**config.mk**
```make
export PLATFORM = sky130hd
export DESIGN_NAME = two_stage_watchdog_timer
export DESIGN_NICKNAME = d
export VERILOG_FILES = /design/src/logic/supervision_timer_pkg.sv /design/src/logic/down_counter35.sv /design/src/logic/two_stage_watchdog_timer.sv
export SDC_FILE = /design/constraint.sdc
export NUM_CORES = 1
export LEC_CHECK = 0
export BUFFER_PORTS_ARGS = -buffer_cell sky130_fd_sc_hd__buf_4
export CAP_MARGIN = 20
export CORE_MARGIN = 2
export CORE_UTILIZATION = 62
export CTS_BUF_LIST = sky130_fd_sc_hd__clkbuf_8
export DETAILED_ROUTE_END_ITERATION = 10
export PLACE_DENSITY = 0.83
export SKIP_CTS_REPAIR_TIMING = 1
export SLEW_MARGIN = 20
export SYNTH_ARGS = -nofsm -noshare
export SYNTH_HDL_FRONTEND = slang
export SYNTH_SLANG_ARGS = --single-unit
```
**constraint.sdc**
```tcl
create_clock -name pclk -period 2.7 [get_ports pclk]
set_input_delay 0.27 -clock pclk [delete_from_list [all_inputs] [get_ports pclk]]
set_output_delay 0.27 -clock pclk [all_outputs]
set_load 0.05 [all_outputs]
```
**src/logic/supervision_timer_pkg.sv**
```systemverilog
// constants and register map for the two-stage supervision timer
package supervision_timer_pkg;
    // clock and timeout range
    localparam longint unsigned CLK_HZ          = 40_000_000;
    localparam longint unsigned TIMEOUT_MIN_MS  = 1;
    localparam longint unsigned TIMEOUT_MAX_MIN = 10;
    localparam int              CNT_W           = 35;
    // least time rounds up, longest time rounds down
    localparam logic [34:0] TIMEOUT_MIN_CYC =
        35'((CLK_HZ * TIMEOUT_MIN_MS + 999) / 1000);
    localparam logic [34:0] TIMEOUT_MAX_CYC =
        35'(CLK_HZ * TIMEOUT_MAX_MIN * 60);
    localparam logic [7:0]  RESET_PULSE_CYC = 8'h10;

    // register byte offsets
    localparam logic [7:0] CTRL_OFS       = 8'h00;
    localparam logic [7:0] PRELOAD1_LO_OFS = 8'h04;
    localparam logic [7:0] PRELOAD1_HI_OFS = 8'h08;
    localparam logic [7:0] PRELOAD2_LO_OFS = 8'h0C;
    localparam logic [7:0] PRELOAD2_HI_OFS = 8'h10;
    localparam logic [7:0] RELOAD_OFS     = 8'h14;
    localparam logic [7:0] STATUS_OFS     = 8'h18;
    localparam logic [7:0] COUNT_LO_OFS   = 8'h1C;
    localparam logic [7:0] COUNT_HI_OFS   = 8'h20;

    // control fields
    localparam int CTRL_EN_BIT    = 0;
    localparam int CTRL_SEL_LSB   = 1;
    localparam int CTRL_RSTEN_BIT = 3;
    // status fields
    localparam int STAT_STAGE2_BIT = 0;
    localparam int STAT_TO1_BIT    = 1;
    localparam int STAT_RST_BIT    = 2;

    // reset values
    localparam logic [3:0]  CTRL_RST     = 4'h8;
    localparam logic [34:0] PRELOAD_RST  = 35'h0_0000_9C40;

    // delivery of the first-stage expiry
    typedef enum logic [1:0] {
        SEL_IRQ = 2'b00,
        SEL_MGMT = 2'b01,
        SEL_PWR  = 2'b10,
        SEL_OFF = 2'b11
    } irq_sel_t;

    typedef enum logic [1:0] {
        ST_IDLE   = 2'b00,
        ST_STAGE1 = 2'b01,
        ST_STAGE2 = 2'b10,
        ST_RESET  = 2'b11
    } wd_state_t;
endpackage : supervision_timer_pkg

```
**src/logic/down_counter35.sv**
```systemverilog
// loadable 35-bit down-counter that stops at zero
`timescale 1ns/1ps
`default_nettype none
module down_counter35 (
    // clock and reset
    input  wire logic        pclk,
    input  wire logic        presetn,
    // control
    input  wire logic        load,
    input  wire logic [34:0] load_val,
    input  wire logic        run,
    // state
    output logic      [34:0] count,
    output logic             at_zero
);
    logic [34:0] count_r;

    assign count   = count_r;
    assign at_zero = (count_r == 35'h0_0000_0000);

    always_ff @(posedge pclk or negedge presetn) begin
        if (!presetn) begin
            count_r <= 35'h0_0000_0000;
        end else if (load) begin
            count_r <= load_val;
        end else if (run && !at_zero) begin
            count_r <= count_r - 35'h0_0000_0001;
        end
    end
endmodule : down_counter35
`default_nettype wire

```
**src/logic/two_stage_watchdog_timer.sv**
```systemverilog
// two-stage supervision timer with APB register access
`timescale 1ns/1ps
`default_nettype none
// Overview of operation
// - 35-bit down-counter loads preload one, counts
// - first-stage zero without reload raises interrupt
// - then load preload two, count second stage
// - second-stage expiry asserts hard system reset
// - expiry routed to irq, management or power
// - timeouts span one millisecond to ten minutes
module two_stage_watchdog_timer #(
    parameter logic [34:0] MIN_TIMEOUT_CYC = supervision_timer_pkg::TIMEOUT_MIN_CYC,
    parameter logic [34:0] MAX_TIMEOUT_CYC = supervision_timer_pkg::TIMEOUT_MAX_CYC
) (
    // clock and reset
    input  wire logic        pclk,
    input  wire logic        presetn,
    // apb slave
    input  wire logic        psel,
    input  wire logic        penable,
    input  wire logic        pwrite,
    input  wire logic [7:0]  paddr,
    input  wire logic [31:0] pwdata,
    output logic      [31:0] prdata,
    output logic             pready,
    output logic             pslverr,
    // expiry and reset outputs
    output logic             irq_req,
    output logic             system_management_interrupt,
    output logic             power_event_interrupt,
    output logic             sys_reset
);
    // register state
    logic [3:0]  ctrl_r;
    logic [34:0] preload1_r;
    logic [34:0] preload2_r;
    logic        to1_flag_r;
    logic        rst_flag_r;
    logic [31:0] prdata_r;
    logic        pready_r;
    logic        pslverr_r;
    logic        irq_r;
    logic        mgmt_r;
    logic        pwr_r;
    logic        sys_reset_r;
    logic [7:0]  pulse_cnt_r;
    supervision_timer_pkg::wd_state_t state_r;
    supervision_timer_pkg::wd_state_t state_nxt;

    // bus decode
    wire access   = psel && penable;
    wire do_write = access && pready_r && pwrite;
    wire hit_ctrl = (paddr == supervision_timer_pkg::CTRL_OFS);
    wire hit_p1lo = (paddr == supervision_timer_pkg::PRELOAD1_LO_OFS);
    wire hit_p1hi = (paddr == supervision_timer_pkg::PRELOAD1_HI_OFS);
    wire hit_p2lo = (paddr == supervision_timer_pkg::PRELOAD2_LO_OFS);
    wire hit_p2hi = (paddr == supervision_timer_pkg::PRELOAD2_HI_OFS);
    wire hit_rld  = (paddr == supervision_timer_pkg::RELOAD_OFS);
    wire hit_stat = (paddr == supervision_timer_pkg::STATUS_OFS);
    wire hit_cnlo = (paddr == supervision_timer_pkg::COUNT_LO_OFS);
    wire hit_cnhi = (paddr == supervision_timer_pkg::COUNT_HI_OFS);
    wire mapped   = hit_ctrl | hit_p1lo | hit_p1hi | hit_p2lo | hit_p2hi |
                    hit_rld | hit_stat | hit_cnlo | hit_cnhi;
    wire wr_ok    = do_write && mapped;

    // control fields
    wire enable  = ctrl_r[supervision_timer_pkg::CTRL_EN_BIT];
    wire rst_en  = ctrl_r[supervision_timer_pkg::CTRL_RSTEN_BIT];
    wire [1:0] sel_bits = ctrl_r[supervision_timer_pkg::CTRL_SEL_LSB +: 2];
    wire reload_wr = wr_ok && hit_rld;

    // timeout held inside the supported range
    wire [34:0] p1_eff = (preload1_r < MIN_TIMEOUT_CYC) ? MIN_TIMEOUT_CYC :
                         (preload1_r > MAX_TIMEOUT_CYC) ? MAX_TIMEOUT_CYC : preload1_r;
    wire [34:0] p2_eff = (preload2_r < MIN_TIMEOUT_CYC) ? MIN_TIMEOUT_CYC :
                         (preload2_r > MAX_TIMEOUT_CYC) ? MAX_TIMEOUT_CYC : preload2_r;

    // counter
    wire [34:0] count;
    wire        at_zero;
    wire in_stage1 = (state_r == supervision_timer_pkg::ST_STAGE1);
    wire in_stage2 = (state_r == supervision_timer_pkg::ST_STAGE2);
    wire start     = (state_r == supervision_timer_pkg::ST_IDLE) && enable;
    wire expire1   = in_stage1 && at_zero && !reload_wr;
    wire expire2   = in_stage2 && at_zero && !reload_wr;
    wire refresh   = (in_stage1 || in_stage2) && reload_wr;
    wire cnt_load  = start || refresh || expire1;
    wire [34:0] cnt_val = expire1 ? p2_eff : p1_eff;

    down_counter35 u_counter (
        .pclk     (pclk),
        .presetn  (presetn),
        .load     (cnt_load),
        .load_val (cnt_val),
        .run      (in_stage1 || in_stage2),
        .count    (count),
        .at_zero  (at_zero)
    );

    // stage sequencing
    always_comb begin
        state_nxt = state_r;
        unique case (state_r)
            supervision_timer_pkg::ST_IDLE: begin
                if (enable) begin
                    state_nxt = supervision_timer_pkg::ST_STAGE1;
                end
            end
            supervision_timer_pkg::ST_STAGE1: begin
                if (!enable) begin
                    state_nxt = supervision_timer_pkg::ST_IDLE;
                end else if (expire1) begin
                    state_nxt = supervision_timer_pkg::ST_STAGE2;
                end
            end
            supervision_timer_pkg::ST_STAGE2: begin
                if (!enable) begin
                    state_nxt = supervision_timer_pkg::ST_IDLE;
                end else if (refresh) begin
                    state_nxt = supervision_timer_pkg::ST_STAGE1;
                end else if (expire2) begin
                    state_nxt = supervision_timer_pkg::ST_RESET;
                end
            end
            supervision_timer_pkg::ST_RESET: begin
                if (pulse_cnt_r == 8'h01) begin
                    state_nxt = supervision_timer_pkg::ST_IDLE;
                end
            end
        endcase
    end

    // read mux
    wire [31:0] status_word = {29'h0, rst_flag_r, to1_flag_r, in_stage2};
    wire [31:0] rd_data =
        hit_ctrl ? {28'h0, ctrl_r} :
        hit_p1lo ? preload1_r[31:0] :
        hit_p1hi ? {29'h0, preload1_r[34:32]} :
        hit_p2lo ? preload2_r[31:0] :
        hit_p2hi ? {29'h0, preload2_r[34:32]} :
        hit_stat ? status_word :
        hit_cnlo ? count[31:0] :
        hit_cnhi ? {29'h0, count[34:32]} : 32'h0000_0000;

    // expiry routing
    wire route_irq = expire1 && (sel_bits == supervision_timer_pkg::SEL_IRQ);
    wire route_mgmt = expire1 && (sel_bits == supervision_timer_pkg::SEL_MGMT);
    wire route_pwr  = expire1 && (sel_bits == supervision_timer_pkg::SEL_PWR);
    wire clr_to1   = wr_ok && hit_stat && pwdata[supervision_timer_pkg::STAT_TO1_BIT];
    wire clr_rst   = wr_ok && hit_stat && pwdata[supervision_timer_pkg::STAT_RST_BIT];
    wire fire_rst  = expire2 && enable && rst_en;
    wire ctrl_clr  = expire2 && enable;

    assign prdata  = prdata_r;
    assign pready  = pready_r;
    assign pslverr = pslverr_r;
    assign irq_req = irq_r;
    assign system_management_interrupt = mgmt_r;
    assign power_event_interrupt       = pwr_r;
    assign sys_reset = sys_reset_r;

    // apb answer: one wait state, then pready
    always_ff @(posedge pclk or negedge presetn) begin
        if (!presetn) begin
            pready_r  <= 1'b0;
            pslverr_r <= 1'b0;
            prdata_r  <= 32'h0000_0000;
        end else begin
            pready_r  <= access && !pready_r;
            pslverr_r <= access && !pready_r && !mapped;
            prdata_r  <= (access && !pready_r && !pwrite) ? rd_data : 32'h0000_0000;
        end
    end

    // software registers
    always_ff @(posedge pclk or negedge presetn) begin
        if (!presetn) begin
            ctrl_r     <= supervision_timer_pkg::CTRL_RST;
            preload1_r <= supervision_timer_pkg::PRELOAD_RST;
            preload2_r <= supervision_timer_pkg::PRELOAD_RST;
        end else begin
            if (ctrl_clr) begin
                ctrl_r[supervision_timer_pkg::CTRL_EN_BIT] <= 1'b0;
            end else if (wr_ok && hit_ctrl) begin
                ctrl_r <= pwdata[3:0];
            end
            if (wr_ok && hit_p1lo) preload1_r[31:0]  <= pwdata;
            if (wr_ok && hit_p1hi) preload1_r[34:32] <= pwdata[2:0];
            if (wr_ok && hit_p2lo) preload2_r[31:0]  <= pwdata;
            if (wr_ok && hit_p2hi) preload2_r[34:32] <= pwdata[2:0];
        end
    end

    // sticky flags: a new event beats a clear in the same cycle
    always_ff @(posedge pclk or negedge presetn) begin
        if (!presetn) begin
            to1_flag_r <= 1'b0;
            rst_flag_r <= 1'b0;
        end else begin
            to1_flag_r <= expire1 | (to1_flag_r & ~clr_to1);
            rst_flag_r <= fire_rst | (rst_flag_r & ~clr_rst);
        end
    end

    // outputs and reset pulse
    always_ff @(posedge pclk or negedge presetn) begin
        if (!presetn) begin
            state_r     <= supervision_timer_pkg::ST_IDLE;
            irq_r       <= 1'b0;
            mgmt_r      <= 1'b0;
            pwr_r       <= 1'b0;
            sys_reset_r <= 1'b0;
            pulse_cnt_r <= 8'h00;
        end else begin
            state_r     <= state_nxt;
            irq_r       <= route_irq;
            mgmt_r      <= route_mgmt;
            pwr_r       <= route_pwr;
            if (fire_rst) begin
                sys_reset_r <= 1'b1;
                pulse_cnt_r <= supervision_timer_pkg::RESET_PULSE_CYC;
            end else if (pulse_cnt_r != 8'h00) begin
                pulse_cnt_r <= pulse_cnt_r - 8'h01;
                sys_reset_r <= (pulse_cnt_r != 8'h01);
            end else begin
                sys_reset_r <= 1'b0;
            end
        end
    end
endmodule : two_stage_watchdog_timer
`default_nettype wire

```
Word level (Yosys, flattened, before mapping)
Cells that the tools add are included.
W data, S select, Z words.

operators by class
  magnitude comparators = 4
  multiply operators = 0
  bitwise logic cells = 15
  equal/unequal tests = 19
  $add $sub $neg = 2
  divide/modulo/power cells = 0
  muxes and demuxes = 30
  shift operators = 0
  reduce and logical (&&, ||, !) cells = 46

operator list
  kind                     count
  $mux W32                 8
  $mux W35                 7
  $gt A35 B35 Y1 const B   2
  $lt A35 B16 Y1 const B   2
  $logic_not A35 Y1        1
  $sub A35 B1 Y35 const B  1
  $eq A8 B5 Y1 const B     4
  $logic_and A1 B1 Y1      28
  $eq A8 B4 Y1 const B     2
  $mux W8                  2
  $mux W2                  7
  $or A1 B1 Y1             10
  $eq A8 B1 Y1 const B     1
  $eq A8 B3 Y1 const B     1
  $eq A8 B6 Y1 const B     1
  $logic_not A8 Y1         1
  $ne A8 B1 Y1 const B     1
  $pmux W2 S4              1
  $reduce_bool A8 Y1       1
  $sub A8 B1 Y8 const B    1
  $eq A2 B2 Y1 const B     3
  $reduce_bool A2 Y1       3
  $logic_not A1 Y1         5
  $eq A2 B1 Y1 const B     2
  11 further kinds         21

word-level totals
  register bits after elaboration = 159
  memories kept = 0
  output and inout port bits = 38
  logic and storage cells = 134
  bits in latches = 0
  ROM bits = 0
  RAM bits = 0

Longest topological paths before layout
Gate-level depths: netlist (run 1).

  depth after elaboration = 17
  gate-level depth with buffers = 10
  mapped depth without buffers = 8

Modules after synthesis
From an unflattened synthesis (run 1), not the netlist that was laid out.

unflattened totals
  cell total of the unflattened synthesis = 809
  area, all modules = 8435.6 µm²

modules (own cells, without submodules)
  module                    area an instance (µm²)  times used  cells each
  two_stage_watchdog_timer  6219.7                  1           556
  down_counter35            2215.9                  1           253

Worst setup path after synthesis (run 1)
No wires, ideal clock.

  path kind = reg-to-reg
  start = register pready_r, in the netlist pready
  end = register u_counter.count_r[22], in the netlist u_counter.count[22]
  library setup time = 0.124 ns
  arrival = 2.540 ns
  setup slack = 0.036 ns
  cell stages (with the launch flop) = 9
  buffers on the path = 3
  clock period less this slack = 2.664 ns
  path through = dfrtp_1 and4_1 and4b_1 buf_2 or4b_1 and2_1 clkbuf_1 clkbuf_1 o31a_1

between the ends
  cells in the longest elaborated chain, start to end = 8
  elaborated cells on any way between the ends = 12
  classes of those cells = mux: 2; reduce/logical: 10

RTL lines
  element                                                           line                                                            RTL
  from (decl)                                                       two_stage_watchdog_timer.sv:40                                  logic pready_r;
  from (signal assigned)                                            two_stage_watchdog_timer.sv:169                                 pready_r <= access && !pready_r;
  $logic_and A1 B1 Y1 (*) (2 in a row)                              two_stage_watchdog_timer.sv:52                                  wire do_write = access && pready_r && pwrite;
  $logic_and A1 B1 Y1 (*)                                           two_stage_watchdog_timer.sv:64                                  wire wr_ok = do_write && mapped;
  $logic_and A1 B1 Y1 (*)                                           two_stage_watchdog_timer.sv:70                                  wire reload_wr = wr_ok && hit_rld;
  $logic_not A1 Y1 / $logic_and A1 B1 Y1 (equally long branches)    two_stage_watchdog_timer.sv:84, two_stage_watchdog_timer.sv:86
  $logic_and A1 B1 Y1 / $logic_or A1 B1 Y1 (equally long branches)  two_stage_watchdog_timer.sv:84, two_stage_watchdog_timer.sv:87
  $mux W35 / $logic_or A1 B1 Y1 (equally long branches)             two_stage_watchdog_timer.sv:88, two_stage_watchdog_timer.sv:87
  $mux W35 / $reduce_bool A2 Y1 (equally long branches)             --
  to (signal assigned)                                              down_counter35.sv:25                                            count_r <= load_val;
  to (signal assigned)                                              down_counter35.sv:27                                            count_r <= count_r - 35'h0_0000_0001;
  to (decl)                                                         down_counter35.sv:16                                            logic [34:0] count_r;

Every way passes the cells marked *; elsewhere a longest branch is shown, timed or not.
A chain may end at the register's enable or synchronous reset.

Worst setup path in the final report (run 1)
  start = register preload2_r[7]
  end = register u_counter.count_r[15], in the netlist u_counter.count[15]

between the ends
  cells in the longest elaborated chain, start to end = 5
  elaborated cells on any way between the ends = 6
  classes of those cells = order compare: 2; mux: 4

RTL lines
  element                 line                             RTL
  from (decl)             two_stage_watchdog_timer.sv:36   logic [34:0] preload2_r;
  from (signal assigned)  two_stage_watchdog_timer.sv:180  preload2_r <= supervision_timer_pkg::PRELOAD_RST;
  from (signal assigned)  two_stage_watchdog_timer.sv:189  if (wr_ok && hit_p2lo) preload2_r[31:0] <= pwdata;
  $gt A35 B35 Y1          two_stage_watchdog_timer.sv:76   (preload2_r > MAX_TIMEOUT_CYC) ? MAX_TIMEOUT_CYC : preload2_r;
  $mux W35                two_stage_watchdog_timer.sv:76
  $mux W35 (*)            two_stage_watchdog_timer.sv:75   wire [34:0] p2_eff = (preload2_r < MIN_TIMEOUT_CYC) ? MIN_TIMEOUT_CYC :
  $mux W35 (*)            two_stage_watchdog_timer.sv:88   wire [34:0] cnt_val = expire1 ? p2_eff : p1_eff;
  $mux W35 (*)            down_counter35.sv:24             end else if (load) begin

Marks and branches as above.

==> results of run 1 <==
-- kinds of logic after synthesis --
family,after synthesis
buffers and inverters,57
xor gates and xnor gates,27
AOI/OAI and AO/OA,164
muxes,100
and+or+nand+nor,337
adders and majority gates,8
DFF,159
-- metrics by stage --
step	hold WS, ns	utilization	instances	cell area [µm²]	setup slack [ns]
5_1_grt	0.0333	0.763	1162	10200	-0.0125
6_report	0.0271	0.763	1162	10200	0.0751
2_1_floorplan	-0.0256	-	852	8540	0.0364
3_3_place_gp	0.250	0.729	1128	9730	0.0791
3_5_place_dp	0.261	0.729	1128	9730	-0.00990
4_1_cts	-0.241	0.757	1160	10100	-0.0131
-- per-layer routing --
metal | vias up | global-route usage | routed length [µm]
met1 | 3739 | 0.543 | 11000
met4 | 0 | 0.146 | 876
met2 | 562 | 0.516 | 11300
met5 | - | 0 | 0
li1 | 3399 | - | -
met3 | 83 | 0.120 | 3410
-- worst max-delay path, stage by stage (launching register included) --
cell and delay [ns]:
dfrtp_1 0.47, or4_1 0.57, or3_1 0.32, or4_1 0.43, nor2b_1 0.16, or3_1 0.36, a22o_1 0.21
-- flip-flops by register name, summed over array words and instances (netlist names) --
| name | cells |
|---|---|
| ctrl_r | 4 |
| irq_req | 1 |
| power_event_interrupt | 1 |
| prdata | 32 |
| pready | 1 |
| preload1_r | 35 |
| preload2_r | 35 |
| pslverr | 1 |
| pulse_cnt_r | 8 |
| rst_flag_r | 1 |
| state_r | 2 |
| sys_reset | 1 |
| system_management_interrupt | 1 |
| to1_flag_r | 1 |
| u_counter.count | 35 |
-- worst paths after layout --
check                               from                    end  slack (ns)  cells after the start
max                        preload2_r[7]    u_counter.count[15]        0.08                      6
min                           pwdata[31]         preload2_r[31]        0.03                      3
max reg2reg                preload2_r[7]    u_counter.count[15]        0.08                      6
min reg2reg                    ctrl_r[1]  power_event_interrupt        0.54                      1
max in group asynchronous        presetn         preload2_r[21]        1.53                      3
min in group asynchronous        presetn         pulse_cnt_r[5]        0.32                      2
-- final cells by class --
type	instances	area [µm²]	share of cell area
multi-input cells	636	4390	0.431
clock inverters	15	138	0.0135
well taps	176	220	0.0216
clock buffers	17	234	0.0230
flip-flops and latches	159	3990	0.392
repair buffers	143	1150	0.113
inverters	16	60.1	0.00590
-- power by group through the flow --
| stage | combinational, mW | clock [mW] | sequential, mW |
|---|---|---|---|
| 6_report | 0.719 | 1.71 | 2.54 |
| 3_3_place_gp | 0.671 | 0 | 2.58 |
| 2_1_floorplan | 0.379 | 0 | 2.58 |
| 4_1_cts | 0.693 | 1.72 | 2.54 |
| 3_5_place_dp | 0.689 | 0 | 2.58 |
| 5_1_grt | 0.772 | 1.83 | 2.55 |
-- cell usage in the layout (no fill, tap or decap), types with 11 or more instances in the layout --
master    Yosys  routed
dfrtp_1     148     147
buf_4         0     135
nor2_1       96      95
mux2_2       70      70
a21oi_1      46      46
nand2_1      43      43
o21ai_0      38      38
nand3_1      36      36
nor3_1       35      34
mux2i_1      30      30
xnor2_1      24      24
nor4_1       25      22
inv_1        16      18
nand4_1      17      17
clkbuf_8      0      17
a31oi_1      16      15
or3_1        13      13
a22oi_1      11      11
dfstp_2      11      11
==> reports/summary.txt, run 1 <==
die area: 14,700 µm²
CTS Root Cell: clkbuf_8
Lkg Pwr: 4.38 nW
crit end category: flip-flop
sequential area share after synthesis: 0.467
f_max: 381 MHz
worst min-delay path class: input port to flip-flop
Async SR Flop Fraction: 1.00
Starting Density: 0.640
Post-synth EDFFs: 0
Vias: 7,783
Cell Area, Synth: 8540 µm²
vias per std cell: 6.70
Worst-Margin Slew: 0.857 ns
Clock Skew: 0.0153 ns
status: finished, final reports clean
Die W: 121 µm
clock sinks: 159
routability cong.: 0.995
Synth Area in Compound Gates: 0.121
crit path max fanout: 4
DIE HEIGHT: 121 µm
drt total wl: 26,500 µm
total power: 4.97 mW
final hold vios: 0
count leader, synth: dfrtp_1
ANT nets after route: 0
Max VDD drop: 383 µV
Area contributors post-synth: dfrtp_1, mux2_2, nor2_1
hpwl dp: 19,600 µm
# fillers: 951
grt ovf: 0
final setup TNS: 0 ns
CTS H-tree depth: 4
routed len/inst: 22.8 µm
Sw Pwr: 1.46 mW
remaining routing DRC violations: 0
Final Cycle Share: 0.972
# rows: 42
max_slew headroom: 0.427
Crit Path Class: flip-flop to flip-flop
clock latency on the worst-skew pair: 0.46 ns
final-report max-slew violation count: 0
RSZ-0062 raised after global routing: yes
yosys warns: 0
maxcap violations: 0
first-pass detailed-route iteration total: 7
nets@finish: 1,026
Initial DRC Count: 1,021
Sw Ratio: 0.294
Synth Area in Adders: 0.0117
Worst Path Arrival: 2.97 ns
Layout Area Growth over Synthesis: 19.2%
syn avg cell area: 10.0 µm²
initial antenna violation count: 0
Int Pwr: 3.50 mW
Yosys reg bits: 159
vias in the first global route: 7,418
crit path time final: 2.62 ns
proportion of power drawn by the clock network: 0.344
CTS tree: done
Most used DFF post-synth: dfrtp_1
mux contribution to synthesized area: 0.127
Num CTS Buffers: 17
post-synth top area cell: dfrtp_1
largest family of logic cells by synthesized area: simple AND/OR/NAND/NOR gates
top cells by count, synth: dfrtp_1, nor2_1, mux2_2, a21oi_1, nand2_1
largest net degree at the start of global routing: 54
IO buf count: 82
layout cells sized above 1: 0.289
final setup fails: 0
Net Count, Synth: 905
share of the synthesized area in the top cell type: 0.434
Pwr Density: 488 nW/µm²
CP Launch Type: flip-flop
gr usage total: 0.373
Post-Synth XOR/XNOR Area: 0.0277
Unique masters post-synth: 69
Comb power frac: 0.145
first-pass GRT wire length: 41,400 µm
Worst Path Required: 3.05 ns
Synth Area in Simple Gates: 0.217
CORE AREA: 13,300 µm²
CTS max path bufs: 2
Mapped Cells: 852
I/O pins: 83
sequential share of power: 0.511
n_diodes: 0
clock-pin slew of the registers on the worst-case setup and hold paths: 0.09 ns
(Power assumes the default switching activity.)
==> run 2, diff against run 1 <==
--- a/config.mk
+++ b/config.mk
@@ -8,10 +8,11 @@
 export BUFFER_PORTS_ARGS = -buffer_cell sky130_fd_sc_hd__buf_4
 export CAP_MARGIN = 20
 export CORE_MARGIN = 2
-export CORE_UTILIZATION = 62
-export CTS_BUF_LIST = sky130_fd_sc_hd__clkbuf_8
+export CORE_UTILIZATION = 60
+export CTS_BUF_LIST = sky130_fd_sc_hd__clkbuf_16
 export DETAILED_ROUTE_END_ITERATION = 10
-export PLACE_DENSITY = 0.83
+export GPL_TIMING_DRIVEN = 0
+export PLACE_DENSITY = 0.81
 export SKIP_CTS_REPAIR_TIMING = 1
 export SLEW_MARGIN = 20
 export SYNTH_ARGS = -nofsm -noshare
==> run 2 against run 1 <==
The run now ends with setup timing left. Non-clock buffer count unchanged. Clock skew decreased by 0.010 ns. Highest routed layer unchanged. Routed wire length increased by 0.32%. Clock power increased by 36%. Fmax decreased by 5.4%. Sequential power about the same. Final cell count increased by 0.34%. Critical path depth increased by 2. Worst setup slack got worse by 0.15 ns. Total power increased by 13%. Global-route usage decreased by 1.7 points. Register-to-register slack got worse by 0.15 ns.
==> reports/summary.txt, run 2 (synthesis gave the netlist of run 1 again) <==
status: finished, violations left
failing checks: setup timing
final setup fails: 11
Comb power frac: 0.130
Max VDD drop: 455 µV
Pwr Density: 533 nW/µm²
Worst R2R Setup Slack: -0.08 ns
# rows: 43
post-layout util: 0.761
Crit Path Class: flip-flop to flip-flop
Hold EP: preload2_r[31]
Int Pwr: 4.10 mW
crit end category: flip-flop
ANT nets after route: 0
vias per std cell: 6.71
clock-pin slew of the registers on the worst-case setup and hold paths: 0.06 ns
sequential share of power: 0.456
placed cells: 1,114
proportion of power drawn by the clock network: 0.414
worst r2r src: u_counter.count[20]
CTS tree: done
Final Cycle Share: 1.03
Sw Pwr: 1.53 mW
CORE AREA: 13,900 µm²
initial antenna violation count: 0
Register Area: 4000 µm²
layout cells sized above 1: 0.310
Initial DRC Count: 1,215
Lkg Pwr: 4.42 nW
grt ovf: 0
nets@finish: 1,026
RSZ-0062 raised after global routing: yes
largest net degree at the start of global routing: 90
die area: 15,200 µm²
hold_sp: pwdata[31]
# fillers: 950
clock sinks: 159
CTS H-tree depth: 4
max_slew headroom: 0.466
WHS: 0.0631 ns
crit path max fanout: 7
Vias: 7,826
setup ws final: -0.0759 ns
Num CTS Buffers: 17
routability cong.: 1.03
final-report max-slew violation count: 0
CP Launch Type: flip-flop
Worst Setup SP: u_counter.count[20]
hpwl dp: 19,000 µm
I/O pins: 83
Die W: 123 µm
n_diodes: 0
area of the multi-input gates: 4690 µm²
Worst Path Arrival: 3.13 ns
Sw Ratio: 0.271
clock latency on the worst-skew pair: 0.43 ns
remaining routing DRC violations: 0
DIE HEIGHT: 123 µm
Worst Path Required: 3.06 ns
Worst-Margin Slew: 0.801 ns
commonest non-fill, non-tap cell in the layout: dfrtp_1
Layout Area Growth over Synthesis: 23.6%
crit path time final: 2.78 ns
CTS Root Cell: clkbuf_16
final setup TNS: -0.337 ns
r2r worst-path depth: 8
maxcap violations: 0
CTS max path bufs: 2
most frequent cells in the layout: dfrtp_1, buf_4, nor2_1
Starting Density: 0.615
Finished Layout Cells: 1,166
worst reg2reg path endpoint: u_counter.count[5]
first-pass GRT wire length: 40,600 µm
worst min-delay path class: input port to flip-flop
hold depth: 3
f_max: 360 MHz
vias in the first global route: 7,149
first-pass detailed-route iteration total: 6
final hold vios: 0
Clock Skew: 0.00511 ns
drt total wl: 26,600 µm
routed len/inst: 22.8 µm
IO buf count: 81
gr usage total: 0.356
run 2: layout make-up:
class / count / share of cell area
Clock inverter: 15 / 0.0137
Clock buffer: 17 / 0.0403
Timing Repair Buffer: 103 / 0.0775
Sequential cell: 159 / 0.379
Inverter: 16 / 0.00569
Multi-Input combinational cell: 636 / 0.444
Buffer: 40 / 0.0184
Tap cell: 180 / 0.0213
run 2: per-layer routing:
metal | up-vias | track usage | routed length [µm]
met5 | - | 0 | 0
met4 | 0 | 0.0959 | 752
met3 | 83 | 0.0932 | 3020
met2 | 535 | 0.518 | 11800
met1 | 3799 | 0.528 | 11000
li1 | 3409 | - | -
run 2: through the flow:
step | cell area (µm²) | setup WS [ns] | power (mW)
after floorplan | 8540 | 0.0364 | 2.96
after global placement | 9370 | -0.525 | 3.20
after detailed placement | 9410 | -0.502 | 3.23
after CTS | 9980 | -0.528 | 5.53
after global routing | 10600 | -0.143 | 5.81
final | 10600 | -0.0759 | 5.63
run 2: worst max-delay path: stages, from the launching register on:
cell	delay [ns]
dfrtp_1	0.47
nor4_2	0.43
nand4_4	0.21
or4_4	0.65
nor4b_4	0.33
buf_6	0.18
buf_6	0.12
and3_1	0.16
o31a_1	0.16
run 2: worst max-delay path by stage:
stage	end	cells after the start
5_1_grt	u_counter.count[5]	8
6_report	u_counter.count[5]	8
4_1_cts	u_counter.count[11]	9
3_5_place_dp	u_counter.count[11]	9
2_1_floorplan	u_counter.count[22]	8
3_3_place_gp	preload1_r[19]	6
run 2: power groups by stage:
| stage | Clock [mW] | Combinational, mW | Sequential (mW) |
|---|---|---|---|
| after floorplan | 0 | 0.379 | 2.58 |
| after global placement | 0 | 0.597 | 2.60 |
| after detailed placement | 0 | 0.626 | 2.60 |
| after CTS | 2.34 | 0.636 | 2.56 |
| after global routing | 2.44 | 0.794 | 2.58 |
| final | 2.33 | 0.732 | 2.57 |
